==> src/mpi_pkg.sv <==
// mpi_pkg: constants shared by the motor pwm interrupt status block
// assumes a 32-bit avalon-mm byte address and a 100 MHz system clock

// ****************************************************************
// package
// ****************************************************************
package mpi_pkg;

    // bus shape
    localparam int          ADDR_W        = 32;
    localparam int          DATA_W        = 32;
    localparam int          BE_W          = 4;

    // register byte addresses
    localparam logic [31:0] STATUS_ADDR   = 32'h4000_4030;
    localparam logic [31:0] ENABLE_ADDR   = 32'h4000_4034;

    // event widths
    localparam int          NUM_CHAN      = 6;
    localparam int          FLAG_W        = 8;
    localparam int          CNT_W         = 3;

    // status field positions
    localparam int          PERIOD_BIT    = 7;
    localparam int          BOTTOM_BIT    = 6;
    localparam int          CHAN_LSB      = 0;
    localparam int          CNT_LSB       = 12;
    localparam int          DIR_BIT       = 15;

    // enable field positions
    localparam int          PERIOD_EN_BIT = 7;
    localparam int          BOTTOM_EN_BIT = 6;

    // byte lanes holding each field
    localparam int          FLAG_LANE     = 0;
    localparam int          CNT_LANE      = 1;

    // reset values
    localparam logic [7:0]  FLAG_RST      = 8'h00;
    localparam logic [7:0]  ENABLE_RST    = 8'h00;
    localparam logic [2:0]  CNT_RST       = 3'h0;
    localparam logic [31:0] RDATA_RST     = 32'h0000_0000;

    // bus handshake states
    typedef enum logic {
        MPI_BUS_IDLE,
        MPI_BUS_ACK
    } mpi_bus_state_t;

endpackage : mpi_pkg

==> src/mpi_irq_status.sv <==
// mpi_irq_status: interrupt enable and status logic of a three-phase pwm unit
// assumes match, period and bottom strobes are one-cycle pulses on i_clk_sys
// and the trigger-mode selects are levels from logic on the same clock
//
// Notes on behaviour
// RULE1: enable bit 7 lets a period event raise the interrupt; 0 blocks it
// RULE2: enable bit 6 lets a bottom event raise the interrupt; 0 blocks it
// RULE3: enable bits 5..0 gate the six channel or trigger match interrupts
// RULE4: each low flag and enable serves duty match or trigger match, one at a time
// RULE5: trigger mode off selects duty match; otherwise trigger counter match sets flag
// RULE6: the per-channel trigger mode input chooses the source of each shared bit
// RULE7: period flag bit 7 and bottom flag bit 6 set on event, write one clears
// RULE8: channel flags bits 5..0 set on match; write one clears, zero keeps
// RULE9: status bit 15 reads 0 counting up and 1 counting down
// RULE10: software keeps every duty value nonzero, zero duty stops the pwm
// RULE11: interrupt stays high while any enabled flag is set
// RULE12: status bits 14..12 count period matches for interval period interrupts; o_irq ignores the count and follows the period flag on every match
`timescale 1ns/1ps

module mpi_irq_status (
    // clock and reset
    input  wire logic                          i_clk_sys,
    input  wire logic                          i_reset,
    // avalon-mm slave
    input  wire logic [mpi_pkg::ADDR_W-1:0]    i_avs_address,
    input  wire logic                          i_avs_read,
    input  wire logic                          i_avs_write,
    input  wire logic [mpi_pkg::DATA_W-1:0]    i_avs_writedata,
    input  wire logic [mpi_pkg::BE_W-1:0]      i_avs_byteenable,
    output logic      [mpi_pkg::DATA_W-1:0]    o_avs_readdata,
    output logic                               o_avs_waitrequest,
    // pwm counter events
    input  wire logic                          i_period_evt,
    input  wire logic                          i_bottom_evt,
    input  wire logic                          i_count_down,
    // channel events, bit 5 = w high / trigger 6 ... bit 0 = u low / trigger 1
    input  wire logic [mpi_pkg::NUM_CHAN-1:0]  i_duty_match,
    input  wire logic [mpi_pkg::NUM_CHAN-1:0]  i_trig_match,
    input  wire logic [mpi_pkg::NUM_CHAN-1:0]  i_trig_mode_on,
    // interrupt request
    output logic                               o_irq
);
    import mpi_pkg::*;

    // ****************************************************************
    // state
    // ****************************************************************
    mpi_bus_state_t          bus_state_ff;
    logic                    waitreq_ff;
    logic [DATA_W-1:0]       rdata_ff;
    logic [FLAG_W-1:0]       flag_ff;
    logic [FLAG_W-1:0]       enable_ff;
    logic [CNT_W-1:0]        period_cnt_ff;
    logic                    irq_ff;

    logic [FLAG_W-1:0]       nxt_flag;
    logic [CNT_W-1:0]        nxt_period_cnt;
    logic [NUM_CHAN-1:0]     chan_set;
    logic [FLAG_W-1:0]       flag_set;
    logic                    bus_req;
    logic                    bus_take;
    logic                    hit_status;
    logic                    hit_enable;
    logic                    wr_status;
    logic                    wr_enable;
    logic [DATA_W-1:0]       rd_mux;

    // ****************************************************************
    // event source selection
    // ****************************************************************

    // each shared bit takes trigger match in trigger mode, duty match otherwise
    genvar gi;
    generate
        for (gi = 0; gi < NUM_CHAN; gi++) begin : g_src
            assign chan_set[gi] = i_trig_mode_on[gi] ? i_trig_match[gi]  // RULE6
                                                     : i_duty_match[gi]; // RULE5
        end
    endgenerate

    // all eight hardware set terms in status layout
    assign flag_set = {i_period_evt, i_bottom_evt, chan_set};             // RULE4

    // ****************************************************************
    // avalon-mm decode
    // ****************************************************************

    // a request is taken on the edge where waitrequest is seen low
    assign bus_req  = i_avs_read | i_avs_write;
    assign bus_take = bus_req & ~waitreq_ff;

    // address decode
    always_comb begin
        hit_status = 1'b0;
        hit_enable = 1'b0;
        if (i_avs_address == STATUS_ADDR) begin
            hit_status = 1'b1;
        end else if (i_avs_address == ENABLE_ADDR) begin
            hit_enable = 1'b1;
        end
    end

    assign wr_status = bus_take & i_avs_write & hit_status;
    assign wr_enable = bus_take & i_avs_write & hit_enable;

    // read mux, unmapped addresses read zero
    always_comb begin
        rd_mux = RDATA_RST;
        if (hit_status) begin
            rd_mux[DIR_BIT]                   = i_count_down;     // RULE9
            rd_mux[CNT_LSB +: CNT_W]          = period_cnt_ff;
            rd_mux[FLAG_W-1:0]                = flag_ff;
        end else if (hit_enable) begin
            rd_mux[FLAG_W-1:0]                = enable_ff;
        end
    end

    // ****************************************************************
    // bus handshake
    // ****************************************************************

    // one wait cycle, then waitrequest low for exactly one cycle
    always_ff @(posedge i_clk_sys or posedge i_reset) begin
        if (i_reset) begin
            bus_state_ff <= MPI_BUS_IDLE;
            waitreq_ff   <= 1'b1;
        end else begin
            case (bus_state_ff)
                MPI_BUS_IDLE: begin
                    if (bus_req) begin
                        bus_state_ff <= MPI_BUS_ACK;
                        waitreq_ff   <= 1'b0;
                    end
                end
                MPI_BUS_ACK: begin
                    bus_state_ff <= MPI_BUS_IDLE;
                    waitreq_ff   <= 1'b1;
                end
                default: begin
                    bus_state_ff <= MPI_BUS_IDLE;
                    waitreq_ff   <= 1'b1;
                end
            endcase
        end
    end

    // read data captured with the request so it stands at the taking edge
    always_ff @(posedge i_clk_sys or posedge i_reset) begin
        if (i_reset) begin
            rdata_ff <= RDATA_RST;
        end else if (bus_state_ff == MPI_BUS_IDLE && i_avs_read) begin
            rdata_ff <= rd_mux;
        end else if (bus_take) begin
            rdata_ff <= RDATA_RST;
        end
    end

    // ****************************************************************
    // enable register
    // ****************************************************************

    // software written gates for the eight interrupt sources
    always_ff @(posedge i_clk_sys or posedge i_reset) begin
        if (i_reset) begin
            enable_ff <= ENABLE_RST;
        end else if (wr_enable && i_avs_byteenable[FLAG_LANE]) begin
            enable_ff <= i_avs_writedata[FLAG_W-1:0];
        end
    end

    // ****************************************************************
    // sticky flags
    // ****************************************************************

    // write one clears, a set in the same cycle wins over the clear
    always_comb begin
        nxt_flag = flag_ff;
        if (wr_status && i_avs_byteenable[FLAG_LANE]) begin
            nxt_flag = flag_ff & ~i_avs_writedata[FLAG_W-1:0];     // RULE8
        end
        nxt_flag = nxt_flag | flag_set;                            // RULE7
    end

    always_ff @(posedge i_clk_sys or posedge i_reset) begin
        if (i_reset) begin
            flag_ff <= FLAG_RST;
        end else begin
            flag_ff <= nxt_flag;
        end
    end

    // ****************************************************************
    // period match interval count
    // ****************************************************************

    // software may load the count; a period match in the same cycle wins
    always_comb begin
        nxt_period_cnt = period_cnt_ff;
        if (wr_status && i_avs_byteenable[CNT_LANE]) begin
            nxt_period_cnt = i_avs_writedata[CNT_LSB +: CNT_W];
        end
        if (i_period_evt) begin
            nxt_period_cnt = period_cnt_ff + 3'h1;                 // RULE12
        end
    end

    always_ff @(posedge i_clk_sys or posedge i_reset) begin
        if (i_reset) begin
            period_cnt_ff <= CNT_RST;
        end else begin
            period_cnt_ff <= nxt_period_cnt;
        end
    end

    // ****************************************************************
    // interrupt request
    // ****************************************************************

    // level output, high while any flag set under its enable
    always_ff @(posedge i_clk_sys or posedge i_reset) begin
        if (i_reset) begin
            irq_ff <= 1'b0;
        end else begin
            irq_ff <= (flag_ff[PERIOD_BIT] & enable_ff[PERIOD_EN_BIT])   // RULE1
                    | (flag_ff[BOTTOM_BIT] & enable_ff[BOTTOM_EN_BIT])   // RULE2
                    | (|(flag_ff[NUM_CHAN-1:0] & enable_ff[NUM_CHAN-1:0])); // RULE3 RULE11
        end
    end

    // ****************************************************************
    // outputs
    // ****************************************************************
    assign o_avs_readdata    = rdata_ff;
    assign o_avs_waitrequest = waitreq_ff;
    assign o_irq             = irq_ff;

    generate
        for (gi = 0; gi < NUM_CHAN; gi++) begin : g_chk

        end
    endgenerate
endmodule : mpi_irq_status

==> config.mk <==
export PLATFORM = sky130hd
export DESIGN_NAME = mpi_irq_status
export DESIGN_NICKNAME = d
export VERILOG_FILES = /design/src/mpi_pkg.sv /design/src/mpi_irq_status.sv
export SDC_FILE = /design/constraint.sdc
export NUM_CORES = 1
export LEC_CHECK = 0
export ABC_AREA = 1
export BUFFER_PORTS_ARGS = -buffer_cell sky130_fd_sc_hd__clkbuf_2
export CAP_MARGIN = 20
export CORE_ASPECT_RATIO = 1.2
export CORE_UTILIZATION = 45
export CTS_CLUSTER_DIAMETER = 30
export DETAILED_ROUTE_END_ITERATION = 8
export MAX_ROUTING_LAYER = met4
export PLACE_DENSITY = 0.84
export SYNTH_ARGS = -nofsm -noshare
export SYNTH_HDL_FRONTEND = slang
export SYNTH_SLANG_ARGS = --single-unit
==> constraint.sdc <==
create_clock -name i_clk_sys -period 2.59 [get_ports i_clk_sys]
set_input_delay 0.6475 -clock i_clk_sys [delete_from_list [all_inputs] [get_ports i_clk_sys]]
set_output_delay 0.6475 -clock i_clk_sys [all_outputs]
set_load 0.005 [all_outputs]
Word level (Yosys, flattened, before mapping)
Index checks and enable logic that the tools add are counted.
Storage, ports and cells
  register bits: 54
  input bits: 93
  output and inout bits: 34
Cells by class
  $add $sub $neg: 1
  equality and inequality tests: 3
  multiplexer cells: 21
  bitwise gates (word level): 15
  reductions and logical operators: 7
Operator list (count)
  $eq A32 B31 Y1 const B: 2
  $mux W32: 2
  $mux W8: 3
  $mux W1: 11
  $and A8 B8 Y8: 1
  $not A8 Y8: 1
  $or A8 B8 Y8: 1
  $and A1 B1 Y1: 6
  $and A6 B6 Y6: 1
  $mux W3: 2
  $reduce_or A6 Y1: 1
  $logic_and A1 B1 Y1: 4
  $mux W4: 1
  $pmux W1 S2: 2
  $reduce_bool A2 Y1: 2
  $add A3 B1 Y3 const B: 1
  $or A1 B1 Y1: 3
  $ne A2 B2 Y1 const B: 1
  $not A1 Y1: 2

Logic depth before layout (Yosys ltp)
  word-level depth: 7
  depth in mapped cells: 10
  mapped depth without buffers: 9

Worst setup path after synthesis
No wires, ideal clock.
  path type: input port to flip-flop
  start point: in i_avs_address[31] (netlist bit)
  end point: reg enable_ff[0]
  arrival: 1.539 ns
  required time: 2.474 ns
  slack: 0.935 ns
  stages: 10
  path buffers: 1
  path through: inv_1 nand2_1 nor2_2 nand2_2 nor2_8 and2_1 buf_6 nand2_4 nand2_1 nand2_1
On the way
  word-level cells in the longest chain between the ends: 5
  elaborated cells on any way between the ends: 6
  classes of those cells: eq/ne: 2; mux: 2; bitwise: 1; reduce/logical: 1
RTL lines
  start: declaration: line mpi_irq_status.sv:25  | input wire logic [mpi_pkg::ADDR_W-1:0] i_avs_address,
  $eq A32 B31 Y1: line mpi_irq_status.sv:98  | end else if (i_avs_address == ENABLE_ADDR) begin
  $mux W1: line mpi_irq_status.sv:98
  $mux W1 (*): line mpi_irq_status.sv:96  | if (i_avs_address == STATUS_ADDR) begin
  $and A1 B1 Y1 (*): line mpi_irq_status.sv:104  | assign wr_enable = bus_take & i_avs_write & hit_enable;
  $logic_and A1 B1 Y1 (*): line mpi_irq_status.sv:166  | end else if (wr_enable && i_avs_byteenable[FLAG_LANE]) begin
  end signal: assignment: line mpi_irq_status.sv:167  | enable_ff <= i_avs_writedata[FLAG_W-1:0];
  end: declaration: line mpi_irq_status.sv:52  | logic [FLAG_W-1:0] enable_ff;
Mark *: on every way between the ends. The rest lies on a longest branch, timed or not.
A chain may end at the register's enable or synchronous reset.

Worst setup path in the final report
  start point: in i_avs_address[6] (netlist bit)
  end point: reg enable_ff[0]
Same word-level chain as after synthesis.

==> impl_metrics.tcl <==
set metrics [dict create \
    outcome "finished, final reports clean" \
    fmax_ghz 0.553 \
    grt_start_max_net_pins 35 \
    globalRouteOverflowTotal 0 \
    area.growth.synth_to_final_pct 22.9 \
    postCtsHoldBufs 0 \
    grt_pass1_wl_um 7970 \
    netlist_area_um2 2150 \
    synthesis.instances 303 \
    worst_slack_ps 782 \
    post_route_cells_drive_above_1_share 0.269 \
    synth.yosys.seq_area_share 0.397 \
    async_flop_share 1.00 \
    num_vias 2063 \
    portBuffers 83 \
    initial_utilization 0.467 \
    timing.setup.tns_ps 0 \
    timing.final.hold_violations 0 \
    postRouteAntennaNets 0 \
    post-route-min-period_ps 1810 \
    worst_slew_pin_slew_ps 742 \
    design.portCount 127 \
    cp-end-kind "register" \
    count_of_flip_flops_with_a_built_in_enable_after_synthesis 0 \
    maxCapViolCount 0 \
    synth-warning-count 0 \
    cts_post_setup_buffers_inserted 0 \
    mostFrequentLayoutCells "103 x nand2_1, 83 x clkbuf_2, 49 x nand3_1" \
    fillCellCount 450 \
    slew_viol_final 0 \
    fin_skew_ps 5.13 \
    grtUsageTotal 0.209 \
    placement_rows 27 \
    leakagePower_nw 1.72 \
    cts_htree_levels 2 \
    clkTransAtPathRegs_ps 70 \
    place_hpwl_um 3440 \
    detailedRoute.firstPassIterationCount 4 \
    rsz0062_at_grt "no" \
    cts_tree "done" \
    portion_of_the_clock_cycle_consumed_by_the_worst_path_in_the_final_layout 0.698 \
    antenna_cells 0 \
    kind_of_critical_path "in -> reg" \
    synth.avg_cell_area_um2 7.08 \
    fp.dieArea_um2 5050 \
    power_density_nw_per_um2 425 \
    nets 483 \
    core_region_area_um2 4590 \
    clockRootBuffer "clkbuf_8" \
    route.detailed.wl_per_inst_um 10.1 \
    worstPathMaxFanout 9 \
    synthDistinctLibCells 28 \
    number_of_antenna_violations_at_the_first_check_in_global_routing 0 \
    slowest_stage "and2_1" \
    cts_made_buffers 5 \
    worstPathCellList "clkbuf_2 -> inv_1 -> nand2_1 -> nor2_1 -> nand2_1 -> nor2_4 -> and2_1 -> nand2_4 -> nand2_1 -> nand2_1" \
    wire_length_on_met3_um 245 \
    synth_flop_cell "dfrtp_1" \
    dr_wl_met2_um 2310 \
    detail_route.drc_violations 0 \
    detailedPlace.worstSlack_ps 471 \
    slew_headroom 0.503 \
    die-height_um 77.6 \
    setup_viol 0 \
    critical_path_arrival_ps 1990 \
    gp_routability_congestion 0.853 \
    insertion_delay_ps 300 \
    dr.max_layer_used "met4" \
    critical-path-top-cell-by-count "nand2_1" \
    detailedRoute.firstIterationViolations 126 \
    power.ir.vdd_worst_mv 0.236 \
    met1Wirelength_um 1870 \
    reg2regPathDepth 5 \
    worst_hold_path_type "in -> async" \
    die_width_um 65.0 \
    final_core_util 0.574 \
    cts_repair_resize_count 0 \
    critPathMaxStageDelay_ps 420 \
    clock_sink_count 34 \
    required_ps 2780 \
    postRouteWirelength_um 4510 \
    vias_per_cell 4.60 \
    cp-start-kind "primary input" \
    layout_commonest_cell "nand2_1" \
    worst_case_clock_buffer_depth 2 \
    ys_seq_elements 34 \
    grt_pass1_vias 1999 \
]
-- flip-flops by register name, indices dropped and copies added (netlist names) --
signal	cells
flag_ff	8
bus_state_ff	1
enable_ff	8
period_cnt_ff	3
o_avs_readdata	12
o_irq	1
o_avs_waitrequest	1
-- path summary, 6_finish.rpt --
check / end / slack, ps / from
min in group i_clk_sys: o_avs_readdata[14] / 480 / o_avs_readdata[14]
worst max register to register: flag_ff[7] / 930 / o_avs_waitrequest
max in group asynchronous: o_avs_waitrequest / 1850 / i_reset
worst min-delay path: enable_ff[1] / 410 / i_reset
worst min register to register: o_avs_readdata[14] / 480 / o_avs_readdata[14]
worst max-delay path: enable_ff[0] / 780 / i_avs_address[6]
-- cells in the mapped netlist (2+ instances only) --
master | count | area [um2]
a221oi_1 | 2 | 17.5
buf_2 | 2 | 10.0
buf_4 | 21 | 158
dfrtp_1 | 33 | 826
inv_1 | 39 | 146
mux2i_1 | 6 | 60.1
nand2_1 | 103 | 387
nand2_2 | 2 | 12.5
nand3_1 | 49 | 245
nor2_1 | 24 | 90.1
nor2_2 | 2 | 12.5
nor2_4 | 3 | 33.8
o21ai_0 | 2 | 10.0
-- critical path, delay by kind of cell --
family	cells	cell delay [ps]
simple gates	8	1220
buf+inv	2	120
-- power breakdown --
part           internal (mW)  switching, mW
Sequential             0.544         0.0116
Combinational         0.0673         0.0850
Clock                  0.213          0.200
-- through the flow --
stage          cell area [um2]  hold slack [ps]  std cells  power, mW
3_5_place_dp              2540              468        440      0.719
4_1_cts                   2640              419        448       1.13
5_1_grt                   2640              476        448       1.18
3_3_place_gp              2540              464        440      0.713
2_1_floorplan             2220              458        322      0.668
6_report                  2640              409        448       1.12
-- metal layers --
metal  vias up  GRT usage
met5         -          -
met4         0     0.0935
met3         9     0.0544
met1       911      0.219
li1       1073          -
met2        70      0.363
-- area by class of cell --
cell class / count / area (um2) / share of cell area
multi-input combinational: 222 / 1030 / 0.390
sequential: 34 / 852 / 0.323
timing repair buffer: 86 / 438 / 0.166
inverter: 40 / 150 / 0.0570
clock buffer: 6 / 82.6 / 0.0313
tap: 58 / 72.6 / 0.0275
clock inverter: 2 / 12.5 / 0.00475
-- cell families after synthesis --
| logic type | synth area share |
|---|---|
| compound gates | 0.0181 |
| fa+ha+maj | 0.00583 |
| buf+inv | 0.157 |
| flops | 0.397 |
| mux | 0.0280 |
| other cells | 0.00175 |
| simple gates | 0.392 |
Note: power is estimated with default switching activity, not from simulation.
